===== src/rsr_defines.svh =====
// register offset, field positions and reset values of the ramp status word
// assumes inclusion by rsr_ramp_status.sv only
`ifndef RSR_DEFINES_SVH
`define RSR_DEFINES_SVH

`define RSR_ADDR_W 7
`define RSR_AXIS1_RAMP_STATUS_OFS 7'h60
// field positions
`define RSR_BIT_VSTOP_R 15
`define RSR_BIT_VSTOP_L 14
`define RSR_BIT_STALL_LIVE 13
`define RSR_BIT_SECOND_MOVE 12
`define RSR_BIT_ZWAIT 11
`define RSR_BIT_VZERO 10
`define RSR_BIT_POS_REACHED 9
`define RSR_BIT_VEL_REACHED 8
`define RSR_BIT_EVT_POS 7
`define RSR_BIT_EVT_STALL 6
`define RSR_BIT_EVT_STOP_R 5
`define RSR_BIT_EVT_STOP_L 4
`define RSR_BIT_LATCH_R 3
`define RSR_BIT_LATCH_L 2
`define RSR_BIT_SW_R 1
`define RSR_BIT_SW_L 0
// write-one-to-clear mask: bits 12, 7, 6, 3, 2
`define RSR_W1C_MASK 32'h000010CC
// reset value of every sticky flag
`define RSR_FLAG_RST 1'h0
// reset value of the switch synchronisers
`define RSR_SYNC_RST 3'h0

`endif


===== src/rsr_pkg.sv =====
// types shared by the ramp status register block
// assumes nothing beyond a SystemVerilog compiler
package rsr_pkg;

  // live motion conditions from the ramp generator, same clock domain
  typedef struct packed {
    logic vstop_r;          // right virtual limit active
    logic vstop_l;          // left virtual limit active
    logic stall_live;       // live stall indication
    logic reversal;         // one-cycle pulse: ramp had to travel back
    logic zero_wait;        // post-stop wait interval running
  } rsr_live_t;

  // stop-event control from the switch-mode and ramp logic
  typedef struct packed {
    logic stop_r_req;       // right stop condition while moving toward it
    logic stop_l_req;       // left stop condition while moving toward it
    logic stop_r_en;        // right stop function enabled
    logic stop_l_en;        // left stop function enabled
    logic hold_mode;        // software selected hold mode
    logic move_neg;         // motion commanded in negative direction
    logic move_pos;         // motion commanded in positive direction
    logic soft_stop;        // soft stop operation selected
    logic toward_r_done;    // motion toward right switch has ended
    logic toward_l_done;    // motion toward left switch has ended
  } rsr_stop_ctl_t;

  // register write port
  typedef struct packed {
    logic wr_en;                // one-cycle write strobe
    logic [6:0] addr;           // register address
    logic [31:0] wdata;         // write data
  } rsr_wr_t;

endpackage


===== src/rsr_ramp_status.sv =====
// ramp status word of the first axis: live flags, sticky events, interrupt
// assumes a single clk_sys domain; switch pins are asynchronous
// Summary of operation
// - bit 15 shows right virtual limit live
// - bit 14 shows left virtual limit live
// - bit 13 mirrors live stall indication
// - bit 12 sticky on reversal, write-one clears
// - bit 11 reads one during post-stop wait
// - bit 10 reads one at zero speed
// - bit 9 combinational position equals goal
// - bit 8 speed equals top speed setting
// - event bits 7..4 ORed into interrupt
// - stop event withdrawn by hold, reverse or disabled stop; in soft stop only once motion toward the switch ends
// - bits 1,0 show physical switch states
`include "rsr_defines.svh"

module rsr_ramp_status #(
  parameter int POS_W = 32,   // position width
  parameter int VEL_W = 24    // velocity width
) (
  // clock and reset
  input wire logic clk_sys,
  input wire logic reset,
  // register port
  input wire rsr_pkg::rsr_wr_t wr,
  input wire logic [`RSR_ADDR_W-1:0] rd_addr,
  output logic [31:0] rd_data,
  // ramp generator state
  input wire rsr_pkg::rsr_live_t live,
  input wire logic [POS_W-1:0] current_ramp_position,
  input wire logic [POS_W-1:0] goal_position,
  input wire logic [VEL_W-1:0] current_ramp_speed,
  input wire logic [VEL_W-1:0] top_speed_setting,
  // stop and latch control
  input wire rsr_pkg::rsr_stop_ctl_t stop_ctl,
  input wire logic stall_halt_enable,
  input wire logic latch_r_event,
  input wire logic latch_l_event,
  // physical limit switch pins and polarity (1 = active low)
  input wire logic ref_r_pin,
  input wire logic ref_l_pin,
  input wire logic pol_r_inv,
  input wire logic pol_l_inv,
  // interrupt and sticky stall event outputs
  output logic irq_out,
  output logic stall_halt_event
);

  // live comparisons, no storage on purpose
  logic pos_match;      // position equals goal
  logic vel_match;      // speed equals top speed
  logic vel_zero;       // speed is zero
  logic wr_hit;         // write to the status word
  logic [31:0] clr;     // bits software asks to clear

  assign pos_match = (current_ramp_position == goal_position);
  assign vel_match = (current_ramp_speed == top_speed_setting);
  assign vel_zero = (current_ramp_speed == '0);
  assign wr_hit = wr.wr_en && (wr.addr == `RSR_AXIS1_RAMP_STATUS_OFS);
  // only w1c bits may clear; zeros and read-only bits are dropped
  assign clr = wr_hit ? (wr.wdata & `RSR_W1C_MASK) : 32'h00000000;

  // switch synchronisers: three stages, change taken when stages 2 and 3 agree
  logic [2:0] sync_r_r;
  logic [2:0] sync_l_r;
  logic sw_r_r;         // filtered right pin level
  logic sw_l_r;         // filtered left pin level

  always_ff @(posedge clk_sys)
  begin
    if (reset)
    begin
      sync_r_r <= `RSR_SYNC_RST;
      sync_l_r <= `RSR_SYNC_RST;
    end
    else
    begin
      sync_r_r <= {sync_r_r[1:0], ref_r_pin};
      sync_l_r <= {sync_l_r[1:0], ref_l_pin};
    end
  end

  // filtered level only moves when the last two stages agree
  always_ff @(posedge clk_sys)
  begin
    if (reset)
    begin
      sw_r_r <= `RSR_FLAG_RST;
      sw_l_r <= `RSR_FLAG_RST;
    end
    else
    begin
      if (sync_r_r[1] == sync_r_r[2])
      begin
        sw_r_r <= sync_r_r[2];
      end
      if (sync_l_r[1] == sync_l_r[2])
      begin
        sw_l_r <= sync_l_r[2];
      end
    end
  end

  // previous position match, for the rising-edge event
  logic pos_match_d_r;

  always_ff @(posedge clk_sys)
  begin
    if (reset)
    begin
      pos_match_d_r <= `RSR_FLAG_RST;
    end
    else
    begin
      pos_match_d_r <= pos_match;
    end
  end

  // software-cleared sticky flags; a set in the clear cycle wins
  logic second_move_r;  // ramp reversal seen
  logic evt_pos_r;      // target reached event
  logic evt_stall_r;    // stall halt event
  logic latch_r_r;      // right latch ready
  logic latch_l_r;      // left latch ready
  logic stall_set;      // stall halt condition

  // stall only raises an event when halting on stall is enabled
  assign stall_set = stall_halt_enable && live.stall_live;

  always_ff @(posedge clk_sys)
  begin
    if (reset)
    begin
      second_move_r <= `RSR_FLAG_RST;
      evt_pos_r <= `RSR_FLAG_RST;
      evt_stall_r <= `RSR_FLAG_RST;
      latch_r_r <= `RSR_FLAG_RST;
      latch_l_r <= `RSR_FLAG_RST;
    end
    else
    begin
      second_move_r <= live.reversal || (second_move_r && !clr[`RSR_BIT_SECOND_MOVE]);
      evt_pos_r <= (pos_match && !pos_match_d_r) || (evt_pos_r && !clr[`RSR_BIT_EVT_POS]);
      // a stall that is still present in the clear cycle keeps the event set
      evt_stall_r <= stall_set || (evt_stall_r && !clr[`RSR_BIT_EVT_STALL]);
      latch_r_r <= latch_r_event || (latch_r_r && !clr[`RSR_BIT_LATCH_R]);
      latch_l_r <= latch_l_event || (latch_l_r && !clr[`RSR_BIT_LATCH_L]);
    end
  end

  // hardware-managed stop events; read only to software
  logic evt_stop_r_r;
  logic evt_stop_l_r;
  logic stop_r_drop;    // withdraw right stop event
  logic stop_l_drop;    // withdraw left stop event

  // hold mode, reverse command or disabled stop withdraw the event;
  // in soft stop the event also waits for motion toward the switch to end
  always_comb
  begin
    stop_r_drop = stop_ctl.hold_mode || stop_ctl.move_neg || !stop_ctl.stop_r_en;
    stop_l_drop = stop_ctl.hold_mode || stop_ctl.move_pos || !stop_ctl.stop_l_en;
    if (stop_ctl.soft_stop)
    begin
      stop_r_drop = stop_r_drop && stop_ctl.toward_r_done;
      stop_l_drop = stop_l_drop && stop_ctl.toward_l_done;
    end
  end

  // a present stop request always wins over withdrawal
  always_ff @(posedge clk_sys)
  begin
    if (reset)
    begin
      evt_stop_r_r <= `RSR_FLAG_RST;
      evt_stop_l_r <= `RSR_FLAG_RST;
    end
    else
    begin
      evt_stop_r_r <= stop_ctl.stop_r_req || (evt_stop_r_r && !stop_r_drop);
      evt_stop_l_r <= stop_ctl.stop_l_req || (evt_stop_l_r && !stop_l_drop);
    end
  end

  // assembled status word; upper half is constant zero
  logic [31:0] status_word;

  always_comb
  begin
    status_word = 32'h00000000;
    status_word[`RSR_BIT_VSTOP_R] = live.vstop_r;
    status_word[`RSR_BIT_VSTOP_L] = live.vstop_l;
    status_word[`RSR_BIT_STALL_LIVE] = live.stall_live;
    status_word[`RSR_BIT_SECOND_MOVE] = second_move_r;
    status_word[`RSR_BIT_ZWAIT] = live.zero_wait;
    status_word[`RSR_BIT_VZERO] = vel_zero;
    status_word[`RSR_BIT_POS_REACHED] = pos_match;
    status_word[`RSR_BIT_VEL_REACHED] = vel_match;
    status_word[`RSR_BIT_EVT_POS] = evt_pos_r;
    status_word[`RSR_BIT_EVT_STALL] = evt_stall_r;
    status_word[`RSR_BIT_EVT_STOP_R] = evt_stop_r_r;
    status_word[`RSR_BIT_EVT_STOP_L] = evt_stop_l_r;
    status_word[`RSR_BIT_LATCH_R] = latch_r_r;
    status_word[`RSR_BIT_LATCH_L] = latch_l_r;
    status_word[`RSR_BIT_SW_R] = sw_r_r ^ pol_r_inv;
    status_word[`RSR_BIT_SW_L] = sw_l_r ^ pol_l_inv;
  end

  // read data is combinational so the live bits are never held stale
  always_comb
  begin
    if (rd_addr == `RSR_AXIS1_RAMP_STATUS_OFS)
    begin
      rd_data = status_word;
    end
    else
    begin
      rd_data = 32'h00000000; // unmapped reads return zero
    end
  end

  // interrupt: OR of the four event bits, cleared with them
  assign irq_out = evt_pos_r || evt_stall_r || evt_stop_r_r || evt_stop_l_r;
  assign stall_halt_event = evt_stall_r;

endmodule


===== config.mk =====
export PLATFORM = sky130hd
export DESIGN_NAME = rsr_ramp_status
export DESIGN_NICKNAME = d
export VERILOG_FILES = /design/src/rsr_pkg.sv /design/src/rsr_ramp_status.sv
export VERILOG_INCLUDE_DIRS = /design/src
export SDC_FILE = /design/constraint.sdc
export NUM_CORES = 1
export LEC_CHECK = 0
export ABC_CLOCK_PERIOD_IN_PS = 2500
export BUFFER_PORTS_ARGS = -buffer_cell sky130_fd_sc_hd__buf_2
export CELL_PAD_IN_SITES_DETAIL_PLACEMENT = 1
export CELL_PAD_IN_SITES_GLOBAL_PLACEMENT = 1
export CORE_MARGIN = 2
export CORE_UTILIZATION = 20
export CTS_CLUSTER_SIZE = 20
export DETAILED_ROUTE_END_ITERATION = 12
export GPL_TIMING_DRIVEN = 0
export PLACE_DENSITY = 0.9
export SETUP_SLACK_MARGIN = 0.2
export SLEW_MARGIN = 20
export SYNTH_ARGS = -nofsm -noshare
export SYNTH_HDL_FRONTEND = slang
export SYNTH_SLANG_ARGS = --single-unit

===== constraint.sdc =====
create_clock -name clk_sys -period 2.5 [get_ports clk_sys]
set_input_delay 0.25 -clock clk_sys [delete_from_list [all_inputs] [get_ports clk_sys]]
set_output_delay 0.25 -clock clk_sys [all_outputs]
set_load 0.03 [all_outputs]

Word level (Yosys, flattened, before mapping)
Index checks and enable logic that the tools add are counted.
{"block": "op_classes", "eq_ne": 6, "n_mux": 4, "n_bitwise": 2, "n_reduce_logical": 37}
{"cell": "$eq A32 B32 Y1", "n": 1}
{"cell": "$eq A24 B24 Y1", "n": 1}
{"cell": "$logic_not A24 Y1", "n": 1}
{"cell": "$mux W16", "n": 1}
{"cell": "$eq A7 B7 Y1 const B", "n": 2}
{"cell": "$logic_or A1 B1 Y1", "n": 14}
{"cell": "$mux W13", "n": 1}
{"cell": "$logic_and A1 B1 Y1", "n": 12}
{"cell": "$logic_not A1 Y1", "n": 10}
{"cell": "$eq A1 B1 Y1", "n": 2}
{"cell": "$mux W1", "n": 2}
{"cell": "$xor A1 B1 Y1", "n": 2}
{"block": "word_totals", "register_bits": 16, "input_bits": 183, "wordCells": 61}

Longest topological paths before layout
Gate-level depths: netlist of the first run.
{"block": "logic_depth", "ltp_word": 7, "mapped_depth": 4, "mapped_depth_nobuf": 4}

Worst setup path before layout of the first run
No wires, ideal clock.
{"block": "synth_timing", "path_kind": "input port to output port", "startpoint": "in rd_addr[4]", "endpoint": "out rd_data[8]", "arrival_time_ps": 1781, "required_ps": 2250, "path_slack_ps": 469, "stages": 4, "path_buffers": 0, "cell_sequence": "nor4b_1 -> and3_1 -> nand4_1 -> nor4_1"}
{"block": "synth_between", "elab_chain_cells": 2}
{"item": "start, declared", "line": "rsr_ramp_status.sv:26", "source": "input wire logic [`RSR_ADDR_W-1:0] rd_addr,"}
{"item": "$eq A7 B7 Y1 (no line)"}
{"item": "$mux W16", "line": "rsr_ramp_status.sv:212", "source": "if (rd_addr == `RSR_AXIS1_RAMP_STATUS_OFS)"}
{"item": "end, declared", "line": "rsr_ramp_status.sv:27", "source": "output logic [31:0] rd_data,"}
Every way passes these cells.

Final worst setup path of the first run
{"block": "layout_timing", "startpoint": "in rd_addr[4]", "endpoint": "out rd_data[13]"}
The elaborated chain is that of the path after synthesis.

==> impl_metrics.csv, run 1 <==
group,metric,value,unit
pwr,leakagePower,1.39,nW
cells_and_area,fin_area,2600,um2
cts,cts_num_sinks,16,
cells_and_area,drive_gt1_frac,0.527,
cells_and_area,final_nets,561,
drt,dr.pass1.iters,4,
cells_and_area,layout_common_cells,"buf_2, xor2_1, buf_4, conb_1, dfxtp_1",
yosys,synth_cells,185,
yosys,synthAdderAreaFrac,0,
yosys,yosysWarnings,0,
drt,wl_met3,576,um
drt,vias,1961,
cts,cts_setup_buffers,0,
drt,ant_nets,0,
pwr,vdd_drop_max,0.139,mV
floorplan,rows,31,
cts,clk_latency,250,ps
cells_and_area,fillerInstances,943,
pwr,power.density,300,nW/um2
worst_setup_path,critPathCaptureType,"output port",
sta,setup_viol,0,
global_routing,grt_use_total,0.135,
yosys,synth_top_family_by_area,"XOR/XNOR gates",
worst_setup_path,critPathMaxFanout,10,
sta,fin_skew,3.39,ps
drt,m1WireLength,1.97,mm
drt,wire_per_inst,12.4,um
sta,hold_ws,217,ps
place,hpwl,5.45,mm
drt,met2WireLength,3.30,mm
drt,drc_errors,0,
yosys,yosysUniqueCellTypes,25,
cts,hold_buffers,0,
cells_and_area,final_common_cell,"buf_2",
pwr,fin_total_pwr,0.779,mW
sta,tns,0,ps
yosys,synthSimpleGateAreaFrac,0.267,
yosys,ys_seq_area_frac,0.212,
flow_run,cap_viol_max_count,0,
place,portBuffers,173,
global_routing,grt_pass1_wl,9.05,mm
drt,dr.first_iter.drc_count,12,
global_routing,antenna_found_initial,0,
cts,ctsHtreeMaxLevel,1,
yosys,synth_mux_area_frac,0,
floorplan,die_h,90.9,um
cells_and_area,n_antenna_cell,0,
worst_setup_path,cp.required,2250,ps
cells_and_area,fin_cells,475,
floorplan,die_w,90.9,um
hold_path,min_path_type,"input port to flip-flop",
drt,top_layer_used,"met4",
global_routing,overflow,0,
global_routing,grt_max_degree,11,
sta,rsz0062_at_grt,"no",
place,postPlaceCellArea,2550,um2
yosys,yosys.area_share.xor_xnor,0.337,
outcome,status,"completed",
sta,max_freq,0.555,GHz
yosys,synth_seq_cells,16,
place,dp_cells,472,
cts,cts_tree,"yes",
sta,hold_violations,0,
floorplan,start_util,0.207,
drt,drt-total-wl,5.87,mm
worst_setup_path,criticalPathCategory,"input port to output port",
floorplan,die-area,8260,um2
floorplan,io_pins,217,
sta,finalCriticalPeriod,1800,ps
worst_setup_path,start_kind,"input port",
sta,fin_crit_sh,0.720,
worst_setup_path,worstPathArrival,1550,ps
drt,via_per_inst,4.13,
cts,clk_path_buf_depth,2,
yosys,synth_area,1510,um2
sta,drv_slew,0,
cts,cts-root-buf,"clkbuf_8",
place,routabilityCongestion,0.742,
floorplan,fp.coreArea,7290,um2
cts,cts_resized,0,
yosys,avgSynthCellArea,8.16,um2
global_routing,first_global_vias,2026,
yosys,synth-compound-area-share,0.0688,
cts,numCtsBuffers,3,
cts,clk_pin_slew,60,ps
cells_and_area,area_growth,72.1,%
## area by class of cell
cell class,count,area (um2),area share
clock buffers,3,41.3,0.0159
inverters,11,41.3,0.0159
plain buffers,18,129,0.0496
well taps,99,124,0.0477
multi-input cells,155,1070,0.414
flip-flops and latches,16,320,0.123
repair buffers,173,866,0.333
## cells in the mapped netlist
master    instances  area, um2
xor2_1           44        385
buf_4            16        120
dfxtp_1          16        320
nor4_1           15       93.8
xnor2_1          14        123
and2_1           11       68.8
inv_1            11       41.3
nor2b_1           9       56.3
a21oi_1           8       40.0
nand4_1           8       50.1
o21ai_0           8       40.0
nand2_1           4       15.0
nor4_2            4       50.1
nor2_1            3       11.3
nor3_1            3       15.0
nor3b_1           2       15.0
and3_1            1       6.26
clkbuf_1          1       3.75
clkbuf_2          1       5.00
conb_1            1       3.75
nand3_1           1       5.00
nor4b_1           1       8.76
o211ai_1          1       7.51
o41ai_2           1       16.3
or4_1             1       7.51
## worst max-delay path: stages
cell and delay [ps]:
buf_2 100, nor4b_1 350, and3_1 270, clkbuf_2 220, and2_1 160, buf_2 190
## path summary, 6_finish.rpt
check / endpoint / depth (start not counted) / slack [ps] / from
setup / recovery: rd_data[13] / 6 / 700 / rd_addr[4]
hold / removal: sync_l_r[0]$_SDFF_PP0_ / 2 / 220 / ref_l_pin
setup reg to reg: sw_r_r$_SDFFE_PP0N_ / 2 / 1770 / sw_r_r$_SDFFE_PP0N_
hold reg to reg: sync_l_r[1]$_SDFF_PP0_ / 1 / 450 / sync_l_r[0]$_SDFF_PP0_
## report_power, final
part	switching (mW)	total (mW)	internal, mW
sequential	0.00466	0.270	0.266
clock	0.0840	0.191	0.107
combinational	0.153	0.318	0.165
total	0.242	0.779	0.537
## logic make-up (layout without fill, tap and decap cells)
group           after synthesis  after routing
buf+inv                      29            205
flops                        16             16
compound gates               18             18
other cells                   1             16
simple gates                 63             63
xor+xnor                     58             58
## registers in the layout (all words and copies together), names as in the netlist
signal and flops:
evt_stop_r_r 1, second_move_r 1, latch_r_r 1, latch_l_r 1, sync_r_r 3, evt_stop_l_r 1, sync_l_r 3, sw_l_r 1
sw_r_r 1, pos_match_d_r 1, stall_halt_event 1, evt_pos_r 1
## metal layers
layer  vias to the layer above  track usage
met2                       124        0.294
met4                         0       0.0265
li1                        982            -
met3                         2       0.0267
met5                         -            0
met1                       853        0.124
## metrics by stage
step,setup slack [ps],util
3_3_place_gp,699,0.350
5_1_grt,583,0.356
4_1_cts,673,0.356
2_1_floorplan,469,-
6_report,699,0.356
3_5_place_dp,674,0.350
No activity file was read; power rests on OpenSTA's default activity.
==> run 2, diff against run 1 <==
--- a/config.mk
+++ b/config.mk
@@ -6,16 +6,17 @@
 export SDC_FILE = /design/constraint.sdc
 export NUM_CORES = 1
 export LEC_CHECK = 0
-export ABC_CLOCK_PERIOD_IN_PS = 2500
+export ABC_AREA = 1
+export ABC_CLOCK_PERIOD_IN_PS = 1700
 export BUFFER_PORTS_ARGS = -buffer_cell sky130_fd_sc_hd__buf_2
 export CELL_PAD_IN_SITES_DETAIL_PLACEMENT = 1
 export CELL_PAD_IN_SITES_GLOBAL_PLACEMENT = 1
 export CORE_MARGIN = 2
-export CORE_UTILIZATION = 20
+export CORE_UTILIZATION = 19
 export CTS_CLUSTER_SIZE = 20
 export DETAILED_ROUTE_END_ITERATION = 12
 export GPL_TIMING_DRIVEN = 0
-export PLACE_DENSITY = 0.9
+export PLACE_DENSITY = 0.85
 export SETUP_SLACK_MARGIN = 0.2
 export SLEW_MARGIN = 20
 export SYNTH_ARGS = -nofsm -noshare
==> constraint.sdc (replaced) <==
create_clock -name clk_sys -period 1.7 [get_ports clk_sys]
set_input_delay 0.17 -clock clk_sys [delete_from_list [all_inputs] [get_ports clk_sys]]
set_output_delay 0.17 -clock clk_sys [all_outputs]
set_load 0.03 [all_outputs]
==> run 2 against run 1 <==
Effect of this change: global-route usage rose by 0.35 points; non-clock buffer count did not move; sequential power rose by 47%; critical path type unchanged; cell count rose by 25%; largest cell class unchanged; largest power group unchanged; synthesized cell count rose by 59%; power rose by 62%; clock power rose by 77%.
==> impl_metrics.csv, run 2 <==
group,metric,value,unit
outcome,status,"completed",
yosys,yosys-top-cells-area,"dfxtp_1, nand2_1, xnor2_1",
cells_and_area,final_nets,671,
yosys,synth_seq_cells,16,
cts,clk_path_buf_depth,2,
floorplan,die_w,99.2,um
pwr,power.density,439,nW/um2
cells_and_area,layout_common_cells,"buf_2, nand2_1, nor2_1",
pwr,p_switching,0.401,mW
yosys,ys.flop_type,"dfxtp_1",
pwr,clock_power_share,0.269,
floorplan,rows,34,
drt,wire_per_inst,11.7,um
cells_and_area,reg.largest.list,"sync_l_r x3, sync_r_r x3",
cells_and_area,fillerInstances,1220,
floorplan,start_util,0.196,
global_routing,antenna_found_initial,0,
yosys,yosysUniqueCellTypes,25,
sta,rsz0062_at_grt,"yes",
yosys,synth_top_area_frac,0.186,
cts,clk_latency,250,ps
sta,drv_slew,0,
pwr,share_comb_of_total_power,0.415,
yosys,synthMostInstantiatedCell,"nand2_1",
cells_and_area,multi_input_area,1160,um2
pwr,vdd_drop_max,0.242,mV
global_routing,first_global_vias,2695,
worst_setup_path,critPathCaptureType,"output port",
pwr,swShare,0.318,
sta,finalCriticalPeriod,1410,ps
yosys,ys_top_cells_by_count,"nand2_1, nor2_1, inv_1, xnor2_1",
cells_and_area,fin_area,2870,um2
place,portBuffers,173,
pwr,p_int,0.858,mW
global_routing,grt_pass1_wl,11.3,mm
sta,fin_crit_sh,0.829,
pwr,seq_power_share,0.316,
floorplan,fp.coreArea,8760,um2
drt,drc_errors,0,
cts,cts_setup_buffers,0,
sta,max_freq,0.709,GHz
yosys,synth_edf_count,0,
worst_setup_path,cpPeakStageDelay,220,ps
worst_setup_path,criticalPathCategory,"input port to output port",
hold_path,hold_start,"ref_l_pin",
cells_and_area,seq_area,320,um2
worst_setup_path,worstPathArrival,1240,ps
cts,cts_tree,"yes",
cts,cts_num_sinks,16,
pwr,leakagePower,1.64,nW
worst_setup_path,slowest_stage,"or2_1",
sta,tns,0,ps
cts,numCtsBuffers,3,
place,routabilityCongestion,0.808,
sta,fin_skew,0.0946,ps
yosys,yosysWarnings,0,
drt,drt-total-wl,6.97,mm
place,hpwl,6.34,mm
worst_setup_path,r2r-start,"sw_l_r$_SDFFE_PP0N_",
drt,vias,2438,
global_routing,grt_max_degree,11,
worst_setup_path,critPathMaxFanout,7,
global_routing,overflow,0,
cts,hold_buffers,0,
yosys,synth_cells,295,
worst_setup_path,crit_chain,"buf_2 > nor2_2 > nand2_1 > nor2_2 > inv_4 > or2_1 > nor3_2 > buf_4",
cts,cts-root-buf,"clkbuf_8",
cells_and_area,n_antenna_cell,0,
worst_setup_path,start_kind,"input port",
drt,dr.first_iter.drc_count,22,
cts,ctsHtreeMaxLevel,1,
worst_setup_path,crit_start,"rd_addr[3]",
drt,via_per_inst,4.10,
cells_and_area,area_growth,66.6,%
flow_run,cap_viol_max_count,0,
drt,ant_nets,0,
floorplan,die_h,99.2,um
cts,clk_pin_slew,60,ps
floorplan,io_pins,217,
yosys,ys_seq_area_frac,0.186,
yosys,synth_top_cell_by_area,"dfxtp_1",
floorplan,die-area,9840,um2
worst_setup_path,path_common_cell,"nor2_2",
place,postPlaceCellArea,2780,um2
yosys,synth_async_sr_flop_share,0,
global_routing,grt_use_total,0.138,
hold_path,min_path_type,"input port to flip-flop",
cells_and_area,final_common_cell,"buf_2",
worst_setup_path,cp.required,1530,ps
yosys,avgSynthCellArea,5.84,um2
cells_and_area,drive_gt1_frac,0.417,
sta,hold_violations,0,
sta,setup_viol,0,
drt,dr.pass1.iters,4,
yosys,synth_area,1720,um2
-- run 2: cell count changes after synthesis, moves of 14 or more --
cell	change
xnor2_1	+17
nand2_1	+71
inv_1	+37
nor4_1	-14
nor2_1	+57
xor2_1	-34
-- run 2: logic make-up (layout without fill, tap and decap cells) --
| kind of cell | count (synthesis) | in the layout | share of synthesized area |
|---|---|---|---|
| buffers and inverters | 67 | 244 | 0.182 |
| and+or+nand+nor | 152 | 152 | 0.363 |
| AOI/OAI and AO/OA | 18 | 18 | 0.0581 |
| DFF | 16 | 16 | 0.186 |
| other | 1 | 16 | 0.00218 |
| xor gates and xnor gates | 41 | 41 | 0.209 |
-- run 2: layout make-up --
cell class              count  area share
well taps                 108      0.0471
clock buffers               4      0.0192
repair buffers            173       0.306
plain buffers              18      0.0458
inverters                  49      0.0650
multi-input cells         227       0.405
flip-flops and latches     16       0.112
-- run 2: path summary, 6_finish.rpt --
kind                            end  slack (ps)  cells past startpoint
max reg2reg     sw_l_r$_SDFFE_PP0N_        1010                      2
min          sync_l_r[0]$_SDFF_PP0_         120                      3
min reg2reg  sync_l_r[1]$_SDFF_PP0_         410                      2
max                     rd_data[10]         290                      8
-- run 2: critical path: cells and delay by family --
| family | cells | cell delay [ps] |
|---|---|---|
| and+or+nand+nor | 5 | 690 |
| buffers and inverters | 3 | 370 |
-- run 2: what timing repair did --
item / in CTS / in global routing
pin swaps: 0 / 3
setup endpoints to repair: 1 / 12
gates resized for setup: 2 / 12
-- run 2: metal layers --
layer,share of wire,track usage,wire (um)
met1,0.34,0.135,2400
met2,0.56,0.296,3870
met3,0.086,0.0260,599
met4,0.014,0.0242,95
met5,0,0,0
-- run 2: stage by stage --
step	instances	total power [mW]	hold slack [ps]	util	worst slack [ps]
after detailed placement	591	0.929	383	0.317	153
after global routing	595	1.35	120	0.327	161
after CTS	595	1.28	115	0.324	206
after global placement	591	0.906	376	0.317	156
after floorplan	310	0.674	239	-	403
final	595	1.26	121	0.327	290
-- run 2: power by group through the flow --
stage	sequential, mW	combinational, mW	clock, mW
finish	0.398	0.522	0.339
global route	0.400	0.584	0.370
CTS	0.398	0.525	0.357
detailed placement	0.407	0.522	0
global placement	0.406	0.501	0
floorplan	0.408	0.266	0
